==> src/fdcs_defines.vh <==
// Constants for the disk controller status block: offsets, fields, timing.
// Assumes inclusion by bare name from the design files; definitions only.
//
// Behaviour
// Main status bits 0..3 show, one per drive, that the drive is seeking.
// Main status bit 4 is high while a read or write command is in progress.
// Main status bit 5 is high only in a non-DMA execution phase; its fall ends that phase.
// Main status bit 6 is the direction: 1 byte for the processor, 0 processor writes.
// Main status bit 7 says the data register is ready; the processor uses it only then.
// First result status bits 1..0 hold the drive unit selected at the interrupt.
// First result status bit 2 holds the head selected at the interrupt.
// First result status bit 3 flags read/write to a not-ready drive or side 1 of a one-sided drive.
// First result status bit 4 flags a drive fault or 77 recalibrate steps without track zero.
// First result status bit 5 is set when a seek command completes.
// First result status bits 7..6 give termination: 00 normal, 01 abnormal, 10 invalid, 11 ready change.
// The size code is 0 for 128-byte and 1 for 256-byte sectors.
// Seven result bytes follow a command: status 0, 1, 2, cylinder, head, sector, size code.
// Result bytes are latched at command end and held until all seven are read.
// Second result status bit 4 flags the host missing a data transfer service interval.
`ifndef FDCS_DEFINES_VH
`define FDCS_DEFINES_VH

// Register byte offsets
`define FDCS_OFF_MAIN 8'h00
`define FDCS_OFF_DATA 8'h04
`define FDCS_OFF_IRQ_STAT 8'h08
`define FDCS_OFF_IRQ_MASK 8'h0C
`define FDCS_OFF_CTRL 8'h10
`define FDCS_OFF_RES0 8'h14

// Main status fields
`define FDCS_MS_BUSY 4
`define FDCS_MS_NONDMA 5
`define FDCS_MS_DIR 6
`define FDCS_MS_READY 7

// First result status fields
`define FDCS_ST0_HEAD 2
`define FDCS_ST0_NOTRDY 3
`define FDCS_ST0_FAULT 4
`define FDCS_ST0_SEEKEND 5
`define FDCS_TERM_NORMAL 2'h0
`define FDCS_TERM_ABNORMAL 2'h1
`define FDCS_TERM_INVALID 2'h2
`define FDCS_TERM_RDYCHG 2'h3

// Second result status overrun bit
`define FDCS_ST1_OVERRUN 4

// Sector size codes
`define FDCS_SIZE_128 8'h00
`define FDCS_SIZE_256 8'h01

// Recalibrate step limit
`define FDCS_RECAL_STEPS 7'd77

// Result bytes and service interval
`define FDCS_RESULT_BYTES 3'd7
`define FDCS_SERVICE_NS 13000
`define FDCS_CLK_NS 10
`define FDCS_SERVICE_CYC (`FDCS_SERVICE_NS / `FDCS_CLK_NS)

// Interrupt status bits
`define FDCS_IRQ_DONE 0
`define FDCS_IRQ_SEEK 1
`define FDCS_IRQ_OVERRUN 2

`endif

==> src/fdcs_recal.v <==
// Recalibrate step counter: flags a fault after the step limit.
// Assumes step pulses and track-zero level synchronous to i_clock.
`timescale 1ns/1ps
`include "fdcs_defines.vh"
module fdcs_recal (
   input wire i_clock, // System clock
   input wire i_rst, // Async reset, active high
   input wire i_start, // Recalibrate begins
   input wire i_step, // One step pulse issued
   input wire i_track0, // Track zero seen
   output reg o_fail // Limit reached without track zero
);
   reg [6:0] steps_reg;
   reg active_reg;

   // Counting stops on track zero or limit
   always @(posedge i_clock or posedge i_rst) begin
      if (i_rst) begin
         steps_reg <= 7'h00;
         active_reg <= 1'b0;
         o_fail <= 1'b0;
      end else if (i_start) begin
         steps_reg <= 7'h00;
         active_reg <= 1'b1;
         o_fail <= 1'b0;
      end else if (active_reg) begin
         if (i_track0) begin
            active_reg <= 1'b0;
         end else if (steps_reg >= `FDCS_RECAL_STEPS) begin
            active_reg <= 1'b0;
            o_fail <= 1'b1;
         end else if (i_step) begin
            steps_reg <= steps_reg + 7'h01;
         end
      end else begin
         o_fail <= 1'b0; // One-cycle flag; the bank holds it until command end
      end
   end
endmodule

==> src/fdcs_watchdog.v <==
// Service watchdog: flags an overrun when the host misses a byte window.
// Assumes a level that is high while a byte waits for the host.
`timescale 1ns/1ps
`include "fdcs_defines.vh"
module fdcs_watchdog #(
   parameter LIMIT = `FDCS_SERVICE_CYC // Cycles allowed per byte
) (
   input wire i_clock, // System clock
   input wire i_rst, // Async reset, active high
   input wire i_waiting, // Byte pending for host
   output reg o_overrun // One-cycle overrun pulse
);
   reg [15:0] count_reg;

   // Restart on every service; pulse once when window lapses
   always @(posedge i_clock or posedge i_rst) begin
      if (i_rst) begin
         count_reg <= 16'h0000;
         o_overrun <= 1'b0;
      end else begin
         o_overrun <= 1'b0;
         if (!i_waiting) begin
            count_reg <= 16'h0000;
         end else if (count_reg == LIMIT[15:0] - 16'h0001) begin
            o_overrun <= 1'b1;
            count_reg <= count_reg + 16'h0001;
         end else if (count_reg < LIMIT[15:0]) begin
            count_reg <= count_reg + 16'h0001;
         end
      end
   end
endmodule

==> src/fdcs_status.v <==
// Status bank of a flexible disk controller with an AXI4-Lite slave.
// Assumes the command engine drives the i_ event and level inputs
// synchronously to i_clock; the host paces itself on the main status.
//
// The implementer's own choices: the AXI4-Lite slave port and the register addresses.
`timescale 1ns/1ps
`include "fdcs_defines.vh"
module fdcs_status (
   input wire i_clock, // 100 MHz clock
   input wire i_rst, // Async reset, active high
   // AXI4-Lite slave
   input wire [7:0] i_awaddr, // Write address
   input wire i_awvalid, // Write address valid
   output reg o_awready, // Write address ready
   input wire [31:0] i_wdata, // Write data
   input wire [3:0] i_wstrb, // Byte strobes
   input wire i_wvalid, // Write data valid
   output reg o_wready, // Write data ready
   output reg [1:0] o_bresp, // Write response
   output reg o_bvalid, // Write response valid
   input wire i_bready, // Write response ready
   input wire [7:0] i_araddr, // Read address
   input wire i_arvalid, // Read address valid
   output reg o_arready, // Read address ready
   output reg [31:0] o_rdata, // Read data
   output reg [1:0] o_rresp, // Read response
   output reg o_rvalid, // Read data valid
   input wire i_rready, // Read data ready
   // Command engine
   input wire [3:0] i_drive_seeking, // Per-drive seek activity
   input wire i_rw_active, // Read/write command running
   input wire i_exec_phase, // Execution phase running
   input wire i_data_byte_ready, // Engine byte ready for transfer
   input wire i_data_to_host, // Byte flows to the host
   input wire [7:0] i_exec_byte, // Byte from engine to host
   input wire i_cmd_end, // Command ends (pulse)
   input wire [1:0] i_unit, // Drive selected at end
   input wire i_head, // Head selected at end
   input wire i_drive_ready, // Drive ready level
   input wire i_single_sided, // Drive is single sided
   input wire i_fault, // Drive fault level
   input wire i_seek_done, // Seek completed (pulse)
   input wire [1:0] i_term, // Termination code
   input wire [7:0] i_st1, // Second result status from engine
   input wire [7:0] i_st2, // Third result status from engine
   input wire [7:0] i_cyl, // Cylinder number
   input wire [7:0] i_sector, // Sector number
   input wire i_size_256, // Sector is 256 bytes
   input wire i_recal_start, // Recalibrate starts
   input wire i_step, // Step pulse
   input wire i_track0, // Track zero level
   output reg o_host_took, // Host read/wrote exec data (pulse)
   output reg [7:0] o_host_byte, // Byte written by host
   output reg o_irq // Interrupt, active high level
);
   ////////////////////////////////////////////////////////////////////////
   // State
   reg [7:0] main_reg;
   reg [7:0] res_reg [0:6];
   reg [2:0] res_idx_reg;
   reg res_pend_reg;
   reg [2:0] irq_stat_reg;
   reg [2:0] irq_mask_reg;
   reg dma_mode_reg;
   reg overrun_seen_reg;
   reg recal_fail_reg;
   reg have_aw_reg;
   reg have_w_reg;
   reg [7:0] awaddr_reg;
   reg [31:0] wdata_reg;
   reg [3:0] wstrb_reg;
   wire recal_fail;
   wire overrun;
   wire [2:0] irq_set;
   wire wr_fire;
   wire rd_fire;
   wire data_rd;
   wire data_wr;
   integer i;

   // Status byte 0 from the live condition at command end
   function [7:0] fdcs_st0;
      input [1:0] term;
      input nrdy;
      input flt;
      input seek;
      input head;
      input [1:0] unit;
      begin
         fdcs_st0 = {term, seek, flt, nrdy, head, unit};
      end
   endfunction

   ////////////////////////////////////////////////////////////////////////
   // Helpers
   fdcs_recal u_recal (
      .i_clock(i_clock),
      .i_rst(i_rst),
      .i_start(i_recal_start),
      .i_step(i_step),
      .i_track0(i_track0),
      .o_fail(recal_fail)
   );

   // Watch the host only while it must service a non-DMA byte
   fdcs_watchdog u_wdog (
      .i_clock(i_clock),
      .i_rst(i_rst),
      .i_waiting(main_reg[`FDCS_MS_READY] & main_reg[`FDCS_MS_NONDMA]),
      .o_overrun(overrun)
   );

   ////////////////////////////////////////////////////////////////////////
   // Bus decode
   assign wr_fire = have_aw_reg & have_w_reg & ~o_bvalid;
   assign rd_fire = i_arvalid & o_arready;
   assign data_rd = rd_fire & (i_araddr == `FDCS_OFF_DATA);
   assign data_wr = wr_fire & (awaddr_reg == `FDCS_OFF_DATA) & wstrb_reg[0];
   assign irq_set = {overrun, i_seek_done, i_cmd_end};

   ////////////////////////////////////////////////////////////////////////
   // Main status: updated every cycle from engine state
   always @(posedge i_clock or posedge i_rst) begin
      if (i_rst) begin
         main_reg <= 8'h00;
      end else begin
         main_reg[3:0] <= i_drive_seeking;
         main_reg[`FDCS_MS_BUSY] <= i_rw_active;
         main_reg[`FDCS_MS_NONDMA] <= i_exec_phase & ~dma_mode_reg;
         // Direction: host reads results or exec bytes flowing out
         main_reg[`FDCS_MS_DIR] <= res_pend_reg | (i_exec_phase & i_data_to_host);
         // Ready only when something is to move and it was not just moved
         main_reg[`FDCS_MS_READY] <= ~(data_rd | data_wr) &
            (res_pend_reg | (i_exec_phase & ~dma_mode_reg & i_data_byte_ready));
      end
   end

   ////////////////////////////////////////////////////////////////////////
   // Result bytes latched at command end, frozen until all are read
   always @(posedge i_clock or posedge i_rst) begin
      if (i_rst) begin
         for (i = 0; i < 7; i = i + 1) begin
            res_reg[i] <= 8'h00;
         end
         res_idx_reg <= 3'h0;
         res_pend_reg <= 1'b0;
         overrun_seen_reg <= 1'b0;
         recal_fail_reg <= 1'b0;
      end else begin
         if (overrun) begin
            overrun_seen_reg <= 1'b1;
         end
         if (recal_fail) begin
            recal_fail_reg <= 1'b1;
         end
         if (i_cmd_end && !res_pend_reg) begin
            res_reg[0] <= fdcs_st0(i_term,
               i_rw_active & (~i_drive_ready | (i_head & i_single_sided)),
               i_fault | recal_fail_reg | recal_fail,
               i_seek_done,
               i_head,
               i_unit);
            res_reg[1] <= i_st1 | ({7'h00, overrun_seen_reg | overrun}
               << `FDCS_ST1_OVERRUN);
            res_reg[2] <= i_st2;
            res_reg[3] <= i_cyl;
            res_reg[4] <= {7'h00, i_head};
            res_reg[5] <= i_sector;
            res_reg[6] <= i_size_256 ? `FDCS_SIZE_256 : `FDCS_SIZE_128;
            res_idx_reg <= 3'h0;
            res_pend_reg <= 1'b1;
            overrun_seen_reg <= 1'b0;
            recal_fail_reg <= 1'b0;
         end else if (data_rd && res_pend_reg && main_reg[`FDCS_MS_READY]) begin
            // Bytes leave in fixed order, then the set is released
            if (res_idx_reg == `FDCS_RESULT_BYTES - 3'h1) begin
               res_pend_reg <= 1'b0;
               res_idx_reg <= 3'h0;
            end else begin
               res_idx_reg <= res_idx_reg + 3'h1;
            end
         end
      end
   end

   ////////////////////////////////////////////////////////////////////////
   // Write channel: address and data taken in either order
   always @(posedge i_clock or posedge i_rst) begin
      if (i_rst) begin
         o_awready <= 1'b1;
         o_wready <= 1'b1;
         have_aw_reg <= 1'b0;
         have_w_reg <= 1'b0;
         awaddr_reg <= 8'h00;
         wdata_reg <= 32'h00000000;
         wstrb_reg <= 4'h0;
         o_bvalid <= 1'b0;
         o_bresp <= 2'h0;
      end else begin
         if (i_awvalid && o_awready) begin
            awaddr_reg <= i_awaddr;
            have_aw_reg <= 1'b1;
            o_awready <= 1'b0;
         end
         if (i_wvalid && o_wready) begin
            wdata_reg <= i_wdata;
            wstrb_reg <= i_wstrb;
            have_w_reg <= 1'b1;
            o_wready <= 1'b0;
         end
         if (wr_fire) begin
            have_aw_reg <= 1'b0;
            have_w_reg <= 1'b0;
            o_bvalid <= 1'b1;
            case (awaddr_reg)
               `FDCS_OFF_DATA, `FDCS_OFF_IRQ_STAT, `FDCS_OFF_IRQ_MASK, `FDCS_OFF_CTRL: begin
                  o_bresp <= 2'h0;
               end
               default: begin
                  o_bresp <= 2'h2; // Read-only or unmapped
               end
            endcase
         end
         if (o_bvalid && i_bready) begin
            o_bvalid <= 1'b0;
            o_awready <= 1'b1;
            o_wready <= 1'b1;
         end
      end
   end

   ////////////////////////////////////////////////////////////////////////
   // Control, mask, interrupt status; set wins over write-one-clear
   always @(posedge i_clock or posedge i_rst) begin
      if (i_rst) begin
         irq_stat_reg <= 3'h0;
         irq_mask_reg <= 3'h0;
         dma_mode_reg <= 1'b0;
         o_irq <= 1'b0;
         o_host_took <= 1'b0;
         o_host_byte <= 8'h00;
      end else begin
         o_host_took <= 1'b0;
         if (wr_fire && wstrb_reg[0] && awaddr_reg == `FDCS_OFF_IRQ_STAT) begin
            irq_stat_reg <= (irq_stat_reg & ~wdata_reg[2:0]) | irq_set;
         end else begin
            irq_stat_reg <= irq_stat_reg | irq_set;
         end
         if (wr_fire && wstrb_reg[0] && awaddr_reg == `FDCS_OFF_IRQ_MASK) begin
            irq_mask_reg <= wdata_reg[2:0];
         end
         if (wr_fire && wstrb_reg[0] && awaddr_reg == `FDCS_OFF_CTRL) begin
            dma_mode_reg <= wdata_reg[0];
         end
         // Host byte accepted only when ready and direction is inward
         if (data_wr && main_reg[`FDCS_MS_READY] && !main_reg[`FDCS_MS_DIR]) begin
            o_host_took <= 1'b1;
            o_host_byte <= wdata_reg[7:0];
         end
         if (data_rd && main_reg[`FDCS_MS_READY] && !res_pend_reg) begin
            o_host_took <= 1'b1;
         end
         o_irq <= |((irq_stat_reg | irq_set) & irq_mask_reg);
      end
   end

   ////////////////////////////////////////////////////////////////////////
   // Read channel: one-cycle answer after address taken
   always @(posedge i_clock or posedge i_rst) begin
      if (i_rst) begin
         o_arready <= 1'b1;
         o_rvalid <= 1'b0;
         o_rdata <= 32'h00000000;
         o_rresp <= 2'h0;
      end else begin
         if (rd_fire) begin
            o_arready <= 1'b0;
            o_rvalid <= 1'b1;
            o_rresp <= 2'h0;
            case (i_araddr)
               `FDCS_OFF_MAIN: o_rdata <= {24'h000000, main_reg};
               `FDCS_OFF_DATA: begin
                  // Result set first, else the live engine byte
                  o_rdata <= {24'h000000, res_pend_reg ? res_reg[res_idx_reg] : i_exec_byte};
               end
               `FDCS_OFF_IRQ_STAT: o_rdata <= {29'h00000000, irq_stat_reg};
               `FDCS_OFF_IRQ_MASK: o_rdata <= {29'h00000000, irq_mask_reg};
               `FDCS_OFF_CTRL: o_rdata <= {31'h00000000, dma_mode_reg};
               `FDCS_OFF_RES0: o_rdata <= {24'h000000, res_reg[0]};
               default: begin
                  o_rdata <= 32'h00000000;
                  o_rresp <= 2'h2;
               end
            endcase
         end else if (o_rvalid && i_rready) begin
            o_rvalid <= 1'b0;
            o_arready <= 1'b1;
         end
      end
   end
endmodule

==> config.mk <==
export PLATFORM = sky130hd
export DESIGN_NAME = fdcs_status
export DESIGN_NICKNAME = d
export VERILOG_FILES = /design/src/fdcs_recal.v /design/src/fdcs_watchdog.v /design/src/fdcs_status.v
export VERILOG_INCLUDE_DIRS = /design/src
export SDC_FILE = /design/constraint.sdc
export NUM_CORES = 1
export LEC_CHECK = 0
export ABC_AREA = 1
export BUFFER_PORTS_ARGS = -buffer_cell sky130_fd_sc_hd__buf_2
export CAP_MARGIN = 20
export CORE_MARGIN = 1.5
export CORE_UTILIZATION = 49
export DETAILED_ROUTE_END_ITERATION = 10
export GPL_ROUTABILITY_DRIVEN = 0
export GPL_TIMING_DRIVEN = 0
export PLACE_DENSITY = 0.8
export SLEW_MARGIN = 20
export SYNTH_ARGS = -nofsm -noshare
export SYNTH_HDL_FRONTEND = slang
export SYNTH_SLANG_ARGS = --single-unit
==> constraint.sdc <==
create_clock -name i_clock -period 9.5 [get_ports i_clock]
set_input_delay 0.475 -clock i_clock [delete_from_list [all_inputs] [get_ports i_clock]]
set_output_delay 0.475 -clock i_clock [all_outputs]
set_load 0.02 [all_outputs]
==> flow_summary.toml, run 1 <==
[routing]
vias_per_cell = 4.94
wl_per_cell_um = 13.6
first_iter_violations = 455
num_vias = 5862
drc = 0
antenna_left = 0
wl_met3_mm = 1.08
topRoutingLayerUsed = "met4"
wl_met1_mm = 7.06
wl_met2_mm = 7.46
wirelength_mm = 16.1
drtPass1Iterations = 5

[synthesis]
synth_warnings = 0
synth_edf_count = 0
synth_async_sr_flop_share_pct = 100
synthSimpleGateAreaFrac_pct = 29.8
ys_seq_elements = 132
synthMuxAreaShare_pct = 0
synth.largest_area_cell = "dfrtp_1"
ys_seq_area_share_pct = 50.3
synthAdderAreaFrac_pct = 0.571
synth_xor_area_share_pct = 1.47
avgSynthCellArea_um2 = 7.89
synthCells = 833
synth_top_area_share_pct = 49.1
synth_compound_area_share_pct = 7.81
synth_area_um2 = 6570
synth.area.top_cells = "dfrtp_1 49%, nand2_1 18%, inv_1 4.3%"
ys_types = 40
synth_ff_type = "dfrtp_1"
synth_top_family_by_area = "simple AND/OR/NAND/NOR gates"

[layout]
final_cell_mix = "311 x nand2_1, 129 x dfrtp_1, 122 x buf_2, 75 x inv_1, 56 x o21ai_0"
largest_reg_flops = 41
layout_commonest_cell = "nand2_1"
instances_no_fill = 1186
finalInstanceArea_um2 = 8190
syn_to_final_growth_pct = 24.7
final_util_pct = 62.1
nets = 1119
drive_gt1_share_pct = 22.6
fillers = 1173

[floorplan]
die_w_um = 119
die_y_um = 119
num_io_pins = 172
num_rows = 42
fp.coreArea_um2 = 13200
dieArea_um2 = 14100
start_util_pct = 49.8

[clock_tree]
cts_resized = 0
htreeDepth = 4
cts_tree = "yes"
postCtsSetupBuffers = 0
cts_buffers = 17
holdBufCountCts = 0
clockBufferDepth = 2
clkLatencyLatePin_ns = 0.43
cts_root_buf = "clkbuf_16"
clkSinkCount = 132
clk_pin_slew_ns = 0.06

[global_route]
first_global_vias = 5676
gr-total-overflow = 0
grt_max_degree = 93
antenna_found_initial = 3
grt_pass1_wl_mm = 26.7
grt_usage_pct = 24.2

[sta]
clock_skew_ns = 0.00966
fin_crit_ns = 1.67
rsz0062_at_grt = "false"
finalSetupViolations = 0
setup_tns_ns = 0
hold_ws_ns = 0.0257
tightest_slew_ns = 0.534
hold_viol_final = 0
timing.fmax_mhz = 599
setup_slack_ns = 7.83
fin_crit_sh_pct = 17.6
slew_viol_final = 0
max_slew_margin_pct = 64.4

[power_and_ir_drop]
ir_worst_vdd_uv = 173
leakage_nw = 4.33
power_mw = 1.70
power_density_nw_per_um2 = 208

[critical_path]
setup.worst_path.class = "flip-flop to flip-flop"
cp_top_family = "simple AND/OR/NAND/NOR gates"
crit_arrival_ns = 1.97
reg2reg_depth = 8
slowest_delay_ns = 0.44
critPathBufInv = 1
slowest_stage = "dfrtp_1"
crit_fanout = 10
crit_chain = "ha_1 > nor3_1 > o21ai_1 > nand3_1 > nand3b_1 > buf_4 > nand2_1 > o21ai_0"
rr_startpoint = "u_recal.steps_reg[0]$_DFFE_PP0P_"
end_kind = "flip-flop"
timing.rr.end = "u_recal.steps_reg[6]$_DFFE_PP0P_"
critPathLaunchType = "flip-flop"
cp_data_required_time_ns = 9.80
r2r_slack_ns = 7.83

[min_path]
hold_class = "input port to asynchronous set/reset pin"

[placement]
place_inst = 1152
place_area_um2 = 7510
buffer_ports.inserted = 117
dp_slack_ns = 7.68
hpwl_mm = 11.7

[flow_run]
maxCapViolCount = 0

[run_status]
status = "complete, no violations"
[cell type report]
| class | count | area, um2 | share of cell area (%) |
|---|---|---|---|
| clock inverters | 7 | 166 | 2.03 |
| flip-flops and latches | 132 | 3310 | 40.4 |
| clock buffers | 25 | 515 | 6.29 |
| diodes | 2 | 5.00 | 0.0611 |
| plain buffers | 49 | 329 | 4.02 |
| inverters | 87 | 334 | 4.08 |
| repair buffers | 118 | 613 | 7.48 |
| multi-input cells | 590 | 2700 | 33.0 |
| well taps | 176 | 220 | 2.69 |
[cells in the mapped netlist (9+ instances only)]
cell type / n
clkbuf_1: 11
inv_1: 76
o21ai_2: 9
xor2_1: 11
nand2_1: 311
nand3_1: 39
dfrtp_1: 129
a21oi_1: 14
o21ai_0: 56
nor2_1: 53
buf_4: 29
nand4_1: 18
[worst max-delay path by stage]
stage	startpoint	endpoint	slack (ns)	cells past startpoint
floorplan	i_rst	awaddr_reg[0]$_DFFE_PP0P_	5.50	1
global placement	i_rst	o_rdata[3]$_DFFE_PP0N_	4.06	2
detailed placement	i_araddr[1]	o_rdata[3]$_DFFE_PP0N_	7.68	10
CTS	u_recal.steps_reg[0]$_DFFE_PP0P_	u_recal.steps_reg[6]$_DFFE_PP0P_	7.83	8
global route	u_recal.steps_reg[1]$_DFFE_PP0P_	u_recal.steps_reg[2]$_DFFE_PP0P_	7.64	8
finish	u_recal.steps_reg[0]$_DFFE_PP0P_	u_recal.steps_reg[6]$_DFFE_PP0P_	7.83	8
[where the power goes]
| group | leakage (nW) | total, mW | switching (mW) | internal, mW |
|---|---|---|---|---|
| Sequential | 1.65 | 0.687 | 0.0478 | 0.640 |
| Clock | 0.330 | 0.753 | 0.244 | 0.508 |
| Combinational | 2.35 | 0.264 | 0.174 | 0.0905 |
| Total | 4.33 | 1.70 | 0.466 | 1.24 |
[kinds of logic after synthesis]
| kind of cell | after synthesis |
|---|---|
| compound gates | 92 |
| xor+xnor | 11 |
| fa+ha+maj | 3 |
| buf+inv | 136 |
| flops | 132 |
| other cells | 1 |
| simple gates | 458 |
[worst reg2reg max path, cell delays in order, from the launching register on]
cell and delay [ns]:
dfrtp_1 0.44, ha_1 0.23, nor3_1 0.19, o21ai_1 0.12, nand3_1 0.08, nand3b_1 0.15, buf_4 0.21, nand2_1 0.05
o21ai_0 0.07
[per-layer routing]
layer  track usage, %  vias to the layer above
met5                0                        -
li1                 -                     2893
met4             10.5                        0
met3             6.90                       39
met2             38.3                      194
met1             31.1                     2736
Note: power is estimated with default switching activity, not from simulation.
==> run 2, diff against run 1 <==
- CORE_UTILIZATION: 49 -> 48
- PLACE_DENSITY: 0.8 -> 0.82
- clock period: 9.5 -> 1.35 ns (I/O delays scaled with it)
==> run 2 against run 1 <==
The flow now finishes with violations (setup timing). Sequential cell count did not move. Worst hold slack improved by 0.0086 ns. Critical path depth fell by 2. First-iteration DRC count rose by 92%. Critical endpoint unchanged.
==> flow_summary.toml, run 2 (synthesis results as in run 1) <==
[critical_path]
rr_startpoint = "u_recal.steps_reg[0]$_DFFE_PP0P_"
timing.rr.end = "u_recal.steps_reg[6]$_DFFE_PP0P_"
crit_arrival_ns = 1.95
crit_fanout = 4
r2r_slack_ns = -0.25
reg2reg_depth = 6
end_kind = "flip-flop"
setup.worst_path.class = "flip-flop to flip-flop"
slowest_stage = "dfrtp_2"
cp_data_required_time_ns = 1.71
slowest_delay_ns = 0.42
critPathLaunchType = "flip-flop"
crit_chain = "buf_4 > ha_2 > nand4_1 > xor2_1 > or2_2 > o21ai_2"

[global_route]
antenna_found_initial = 1
first_global_vias = 7091
grt_usage_pct = 30.9
gr-total-overflow = 0
grt_max_degree = 34
grt_pass1_wl_mm = 34.5

[floorplan]
dieArea_um2 = 14400
die_w_um = 120
die_y_um = 120
num_io_pins = 172
fp.coreArea_um2 = 13300
num_rows = 42
start_util_pct = 49.4

[power_and_ir_drop]
power_mw = 12.5
power_density_nw_per_um2 = 1250
leakage_nw = 5.03
ir_worst_vdd_uv = 1380

[layout]
largest_reg_flops = 41
drive_gt1_share_pct = 36.2
fillers = 811
layout_commonest_cell = "nand2_1"
instances_no_fill = 1316
nets = 1250
syn_to_final_growth_pct = 51.3
final_cell_mix = "267 x nand2_1, 120 x buf_2, 118 x dfrtp_1, 76 x dlygate4sd3_1, 64 x inv_1"

[sta]
fin_crit_sh_pct = 118
finalSetupViolations = 44
fin_crit_ns = 1.60
rsz0062_at_grt = "true"
setup_tns_ns = -6.85
tightest_slew_ns = 0.632
hold_viol_final = 0
max_slew_margin_pct = 57.6
timing.fmax_mhz = 626
slew_viol_final = 0
setup_slack_ns = -0.247
clock_skew_ns = 0.0114

[run_status]
status = "complete, but fails checks"
violations = "setup timing"

[clock_tree]
htreeDepth = 4
cts_buffers = 17
clockBufferDepth = 2
clk_pin_slew_ns = 0.06
cts_tree = "yes"
clkLatencyLatePin_ns = 0.43
clkSinkCount = 132
cts_root_buf = "clkbuf_16"

[routing]
antenna_left = 0
wirelength_mm = 24.2
first_iter_violations = 873
drtPass1Iterations = 6
wl_per_cell_um = 18.4
drc = 0
num_vias = 7280
vias_per_cell = 5.53

[min_path]
hp-start = "i_araddr[7]"
whs_endpoint = "o_rresp[1]$_DFFE_PP0N_"
holdPathStages = 5
hold_class = "input port to flip-flop"

[placement]
hpwl_mm = 11.8
dp_slack_ns = -0.280
buffer_ports.inserted = 117
place_inst = 1155

[flow_run]
maxCapViolCount = 0
## run 2: changes by cell type in the layout (fill, tap and decap cells not counted), sizes merged, moves of 3 or more
cell / change
dlygate4sd3: +76
clkinvlp: +9
bufinv: -4
clkinv: +3
buf: +53
clkbuf: -6
## run 2: timing repair
item	CTS	global route
gates cloned	6	2
hold buffers	78	0
hold endpoints to repair	97	0
setup buffers	38	13
setup endpoints to repair	92	135
gates resized for setup	81	133
pin swaps	31	40
## run 2: worst max path at each step
| stage | from | end | slack (ns) | cells past startpoint |
|---|---|---|---|---|
| floorplan | i_rst | awaddr_reg[0]$_DFFE_PP0P_ | -0.35 | 1 |
| global placement | i_rst | res_reg[43]$_DFFE_PP0P_ | -1.16 | 2 |
| detailed placement | u_wdog.count_reg[15]$_DFFE_PP0P_ | u_wdog.count_reg[3]$_DFFE_PP0P_ | -0.28 | 9 |
| CTS | o_bvalid$_DFFE_PP0P_ | o_host_byte[0]$_DFFE_PP0P_ | -0.20 | 9 |
| global route | o_bvalid$_DFFE_PP0P_ | o_host_byte[5]$_DFFE_PP0P_ | -0.33 | 9 |
| finish | u_recal.steps_reg[0]$_DFFE_PP0P_ | u_recal.steps_reg[6]$_DFFE_PP0P_ | -0.25 | 6 |
## run 2: worst max-delay path, delay by kind of cell (launching register included)
kind,cells,cell delay [ns]
AO/OA/AOI/OAI,1,0.13
XOR/XNOR,1,0.18
adder cells (fa/ha/maj),1,0.21
buffers and inverters,1,0.13
flip-flops,1,0.42
AND/OR/NAND/NOR,2,0.45
## run 2: cell type report
type	count	area [um2]	area share, %
inverters	87	357	3.59
well taps	176	220	2.21
plain buffers	47	357	3.59
diodes	1	2.50	0.0252
flip-flops and latches	132	3320	33.4
clock buffers	20	457	4.59
clock inverters	12	109	1.09
multi-input cells	591	3200	32.2
repair inverters	2	10.0	0.101
repair buffers	248	1910	19.2
## run 2: power breakdown
group	total (mW)	internal (mW)	switching (mW)
clock	4.50	2.62	1.88
sequential	4.98	4.51	0.476
combinational	2.98	1.20	1.78
## run 2: per-stage QoR
stage / cell area, um2 / hold WS [ns] / util (%)
2_1_floorplan: 6680 / 0.0989 / -
3_3_place_gp: 7490 / 0.179 / 56.3
3_5_place_dp: 7570 / 0.134 / 57.0
4_1_cts: 9500 / 0.0173 / 71.5
5_1_grt: 9940 / 0.0871 / 74.8
6_report: 9940 / 0.0343 / 74.8
## run 2: layer usage
metal,track usage (%),vias to the layer above,share of wire (%)
met1,36.3,3427,35
met3,6.89,146,8.6
met5,0,-,0
met4,19.0,0,6.6
met2,51.6,538,50
li1,-,3169,-
==> run 3, diff against run 2 <==
- CELL_PAD_IN_SITES_DETAIL_PLACEMENT: not set -> 0
- CELL_PAD_IN_SITES_GLOBAL_PLACEMENT: not set -> 2
- CORE_UTILIZATION: 48 -> 27
- PLACE_DENSITY: 0.82 -> 0.81
==> run 3 against run 2 <==
The run still ends with setup timing left. Worst setup slack better by 0.11 ns. Non-clock buffer count down 4. Global-route usage down 15 points. Cell area up 0.82%. Clock power down 2%. Clock skew down 0.00076 ns. Worst hold slack worse by 0.0061 ns. Total power down 4.0%. Critical path type unchanged. Largest power group unchanged. Highest routed layer is now met5.
==> flow_summary.toml, run 3 (synthesis results as in run 1) <==
[power_and_ir_drop]
p_int_mw = 8.28
seqPwrFrac_pct = 40.7
switchingPower_mw = 3.68
power_switching_share_pct = 30.8
power_density_nw_per_um2 = 1190
comb_power_share_pct = 22.5
p_clk_share_pct = 36.8
ir_worst_vdd_uv = 872
leakage_nw = 4.98

[sta]
clock_skew_ns = 0.0106
setup_slack_ns = -0.137
fin_crit_ns = 1.49
hold_ws_ns = 0.0282
timing.fmax_mhz = 672
rsz0062_at_grt = "true"
hold_viol_final = 0
finalSetupViolations = 30
slew_viol_final = 0
fin_crit_sh_pct = 110

[routing]
num_vias = 6109
wl_per_cell_um = 13.5
wirelength_mm = 19.6
drtPass1Iterations = 5
drc = 0
vias_per_cell = 4.20
antenna_left = 0
first_iter_violations = 313

[critical_path]
cp_data_required_time_ns = 1.65
setup.worst_path.class = "flip-flop to flip-flop"
end_kind = "flip-flop"
crit_arrival_ns = 1.79
crit_fanout = 7
critPathLaunchType = "flip-flop"

[placement]
hpwl_mm = 13.9
place_inst = 1299
dp_slack_ns = -0.281
buffer_ports.inserted = 117

[global_route]
grt_max_degree = 31
gr-total-overflow = 0
antenna_found_initial = 3
grt_util_met1_pct = 21.7
grt_pass1_wl_mm = 31.9
use_met3_pct = 4.09
grt_usage_pct = 16.0
use_met2_pct = 24.8
first_global_vias = 6161
grt_busiest_layer = "met2"

[clock_tree]
cts_buffers = 17
clockBufferDepth = 2
clkLatencyLatePin_ns = 0.42
clkSinkCount = 132
cts_root_buf = "clkbuf_16"
cts_tree = "yes"
htreeDepth = 4
clk_pin_slew_ns = 0.06

[run_status]
status = "complete, but fails checks"
violations = "setup timing"

[layout]
seq_area_um2 = 3320
syn_to_final_growth_pct = 52.5
final_cell_mix = "279 x nand2_1, 122 x dfrtp_1, 119 x buf_2, 76 x dlygate4sd3_1, 69 x inv_1"
drive_gt1_share_pct = 33.5
fillers = 2501
largest_reg_flops = 41
layout_commonest_cell = "nand2_1"
nets = 1244
instances_no_fill = 1454
multiInputGateArea_um2 = 3120
final_util_pct = 42.3

[floorplan]
num_io_pins = 172
die_y_um = 159
die_w_um = 159
fp.coreArea_um2 = 23700
num_rows = 56
start_util_pct = 27.7
dieArea_um2 = 25300

[flow_run]
maxCapViolCount = 0

[min_path]
hold_class = "input port to flip-flop"
-- run 3: cell types whose count changed in the layout (fill, tap and decap cells not counted), moves of 4 or more --
cell and delta:
buf_6 -5, dfrtp_1 +4, dfrtp_2 -4, inv_1 +5
inv_2 -4, nand2_1 +12, nand2_2 -10, nand3_1 +4
nand3_2 -4, o21ai_2 -4
-- run 3: what timing repair did --
item,in CTS,in global routing
endpoints found under the setup margin,96,86
buffers inserted,34,15
hold buffers,78,0
resized for setup,95,74
hold endpoints to repair,132,0
gates cloned,4,1
pin swaps,23,35
-- run 3: critical path: stages (launching register included) --
cell     delay (ns)
dfrtp_1        0.39
inv_2          0.08
nand3_4        0.07
inv_4          0.07
nand2_4        0.05
nor3_4         0.22
nand4_4        0.19
buf_12         0.20
nand2_4        0.05
o21ai_2        0.04
-- run 3: worst paths after layout --
check                                        endpoint  slack (ns)                    start  cells after the start
min in group asynchronous   awaddr_reg[7]$_DFFE_PP0P_        0.13                    i_rst                      3
hold / removal                        o_irq$_DFF_PP0_        0.03                i_cmd_end                      3
hold reg to reg               res_reg[27]$_DFFE_PP0P_        0.47  res_reg[27]$_DFFE_PP0P_                      2
max in group asynchronous       o_arready$_DFFE_PP1P_        0.50                    i_rst                      5
setup reg to reg           o_host_byte[1]$_DFFE_PP0P_       -0.14     o_bvalid$_DFFE_PP0P_                      9
setup / recovery           o_host_byte[1]$_DFFE_PP0P_       -0.14     o_bvalid$_DFFE_PP0P_                      9
-- run 3: power by group through the flow --
stage	sequential [mW]	combinational, mW	clock (mW)
global route	4.93	2.99	4.73
global placement	4.89	1.88	0
CTS	4.85	2.59	4.55
detailed placement	4.90	1.95	0
floorplan	4.93	1.23	0
finish	4.87	2.69	4.40
-- run 3: stage by stage --
stage                     power [mW]  setup TNS [ns]  area, um2
after floorplan                 6.15          -46.38       6680
after global placement          6.77         -187.43       7660
after detailed placement        6.85          -11.44       7780
after CTS                       12.0           -2.20       9730
after global routing            12.7           -6.27      10000
final                           12.0           -2.39      10000
-- run 3: routing by layer --
metal	vias up	wire length, um	part of all wire [%]
met1	2808	9670	49
met3	10	806	4.1
met4	2	180	0.92
met5	-	7	0.036
li1	3165	-	-
met2	124	8970	46
-- run 3: cell type report --
type / count / area share [%]
buffer: 47 / 3.62
multi-input combinational: 591 / 31.1
clock buffer: 22 / 4.93
antenna: 2 / 0.0499
clock inverter: 10 / 0.724
timing repair buffer: 244 / 19.0
tap: 319 / 3.98
sequential: 132 / 33.1
inverter: 87 / 3.51
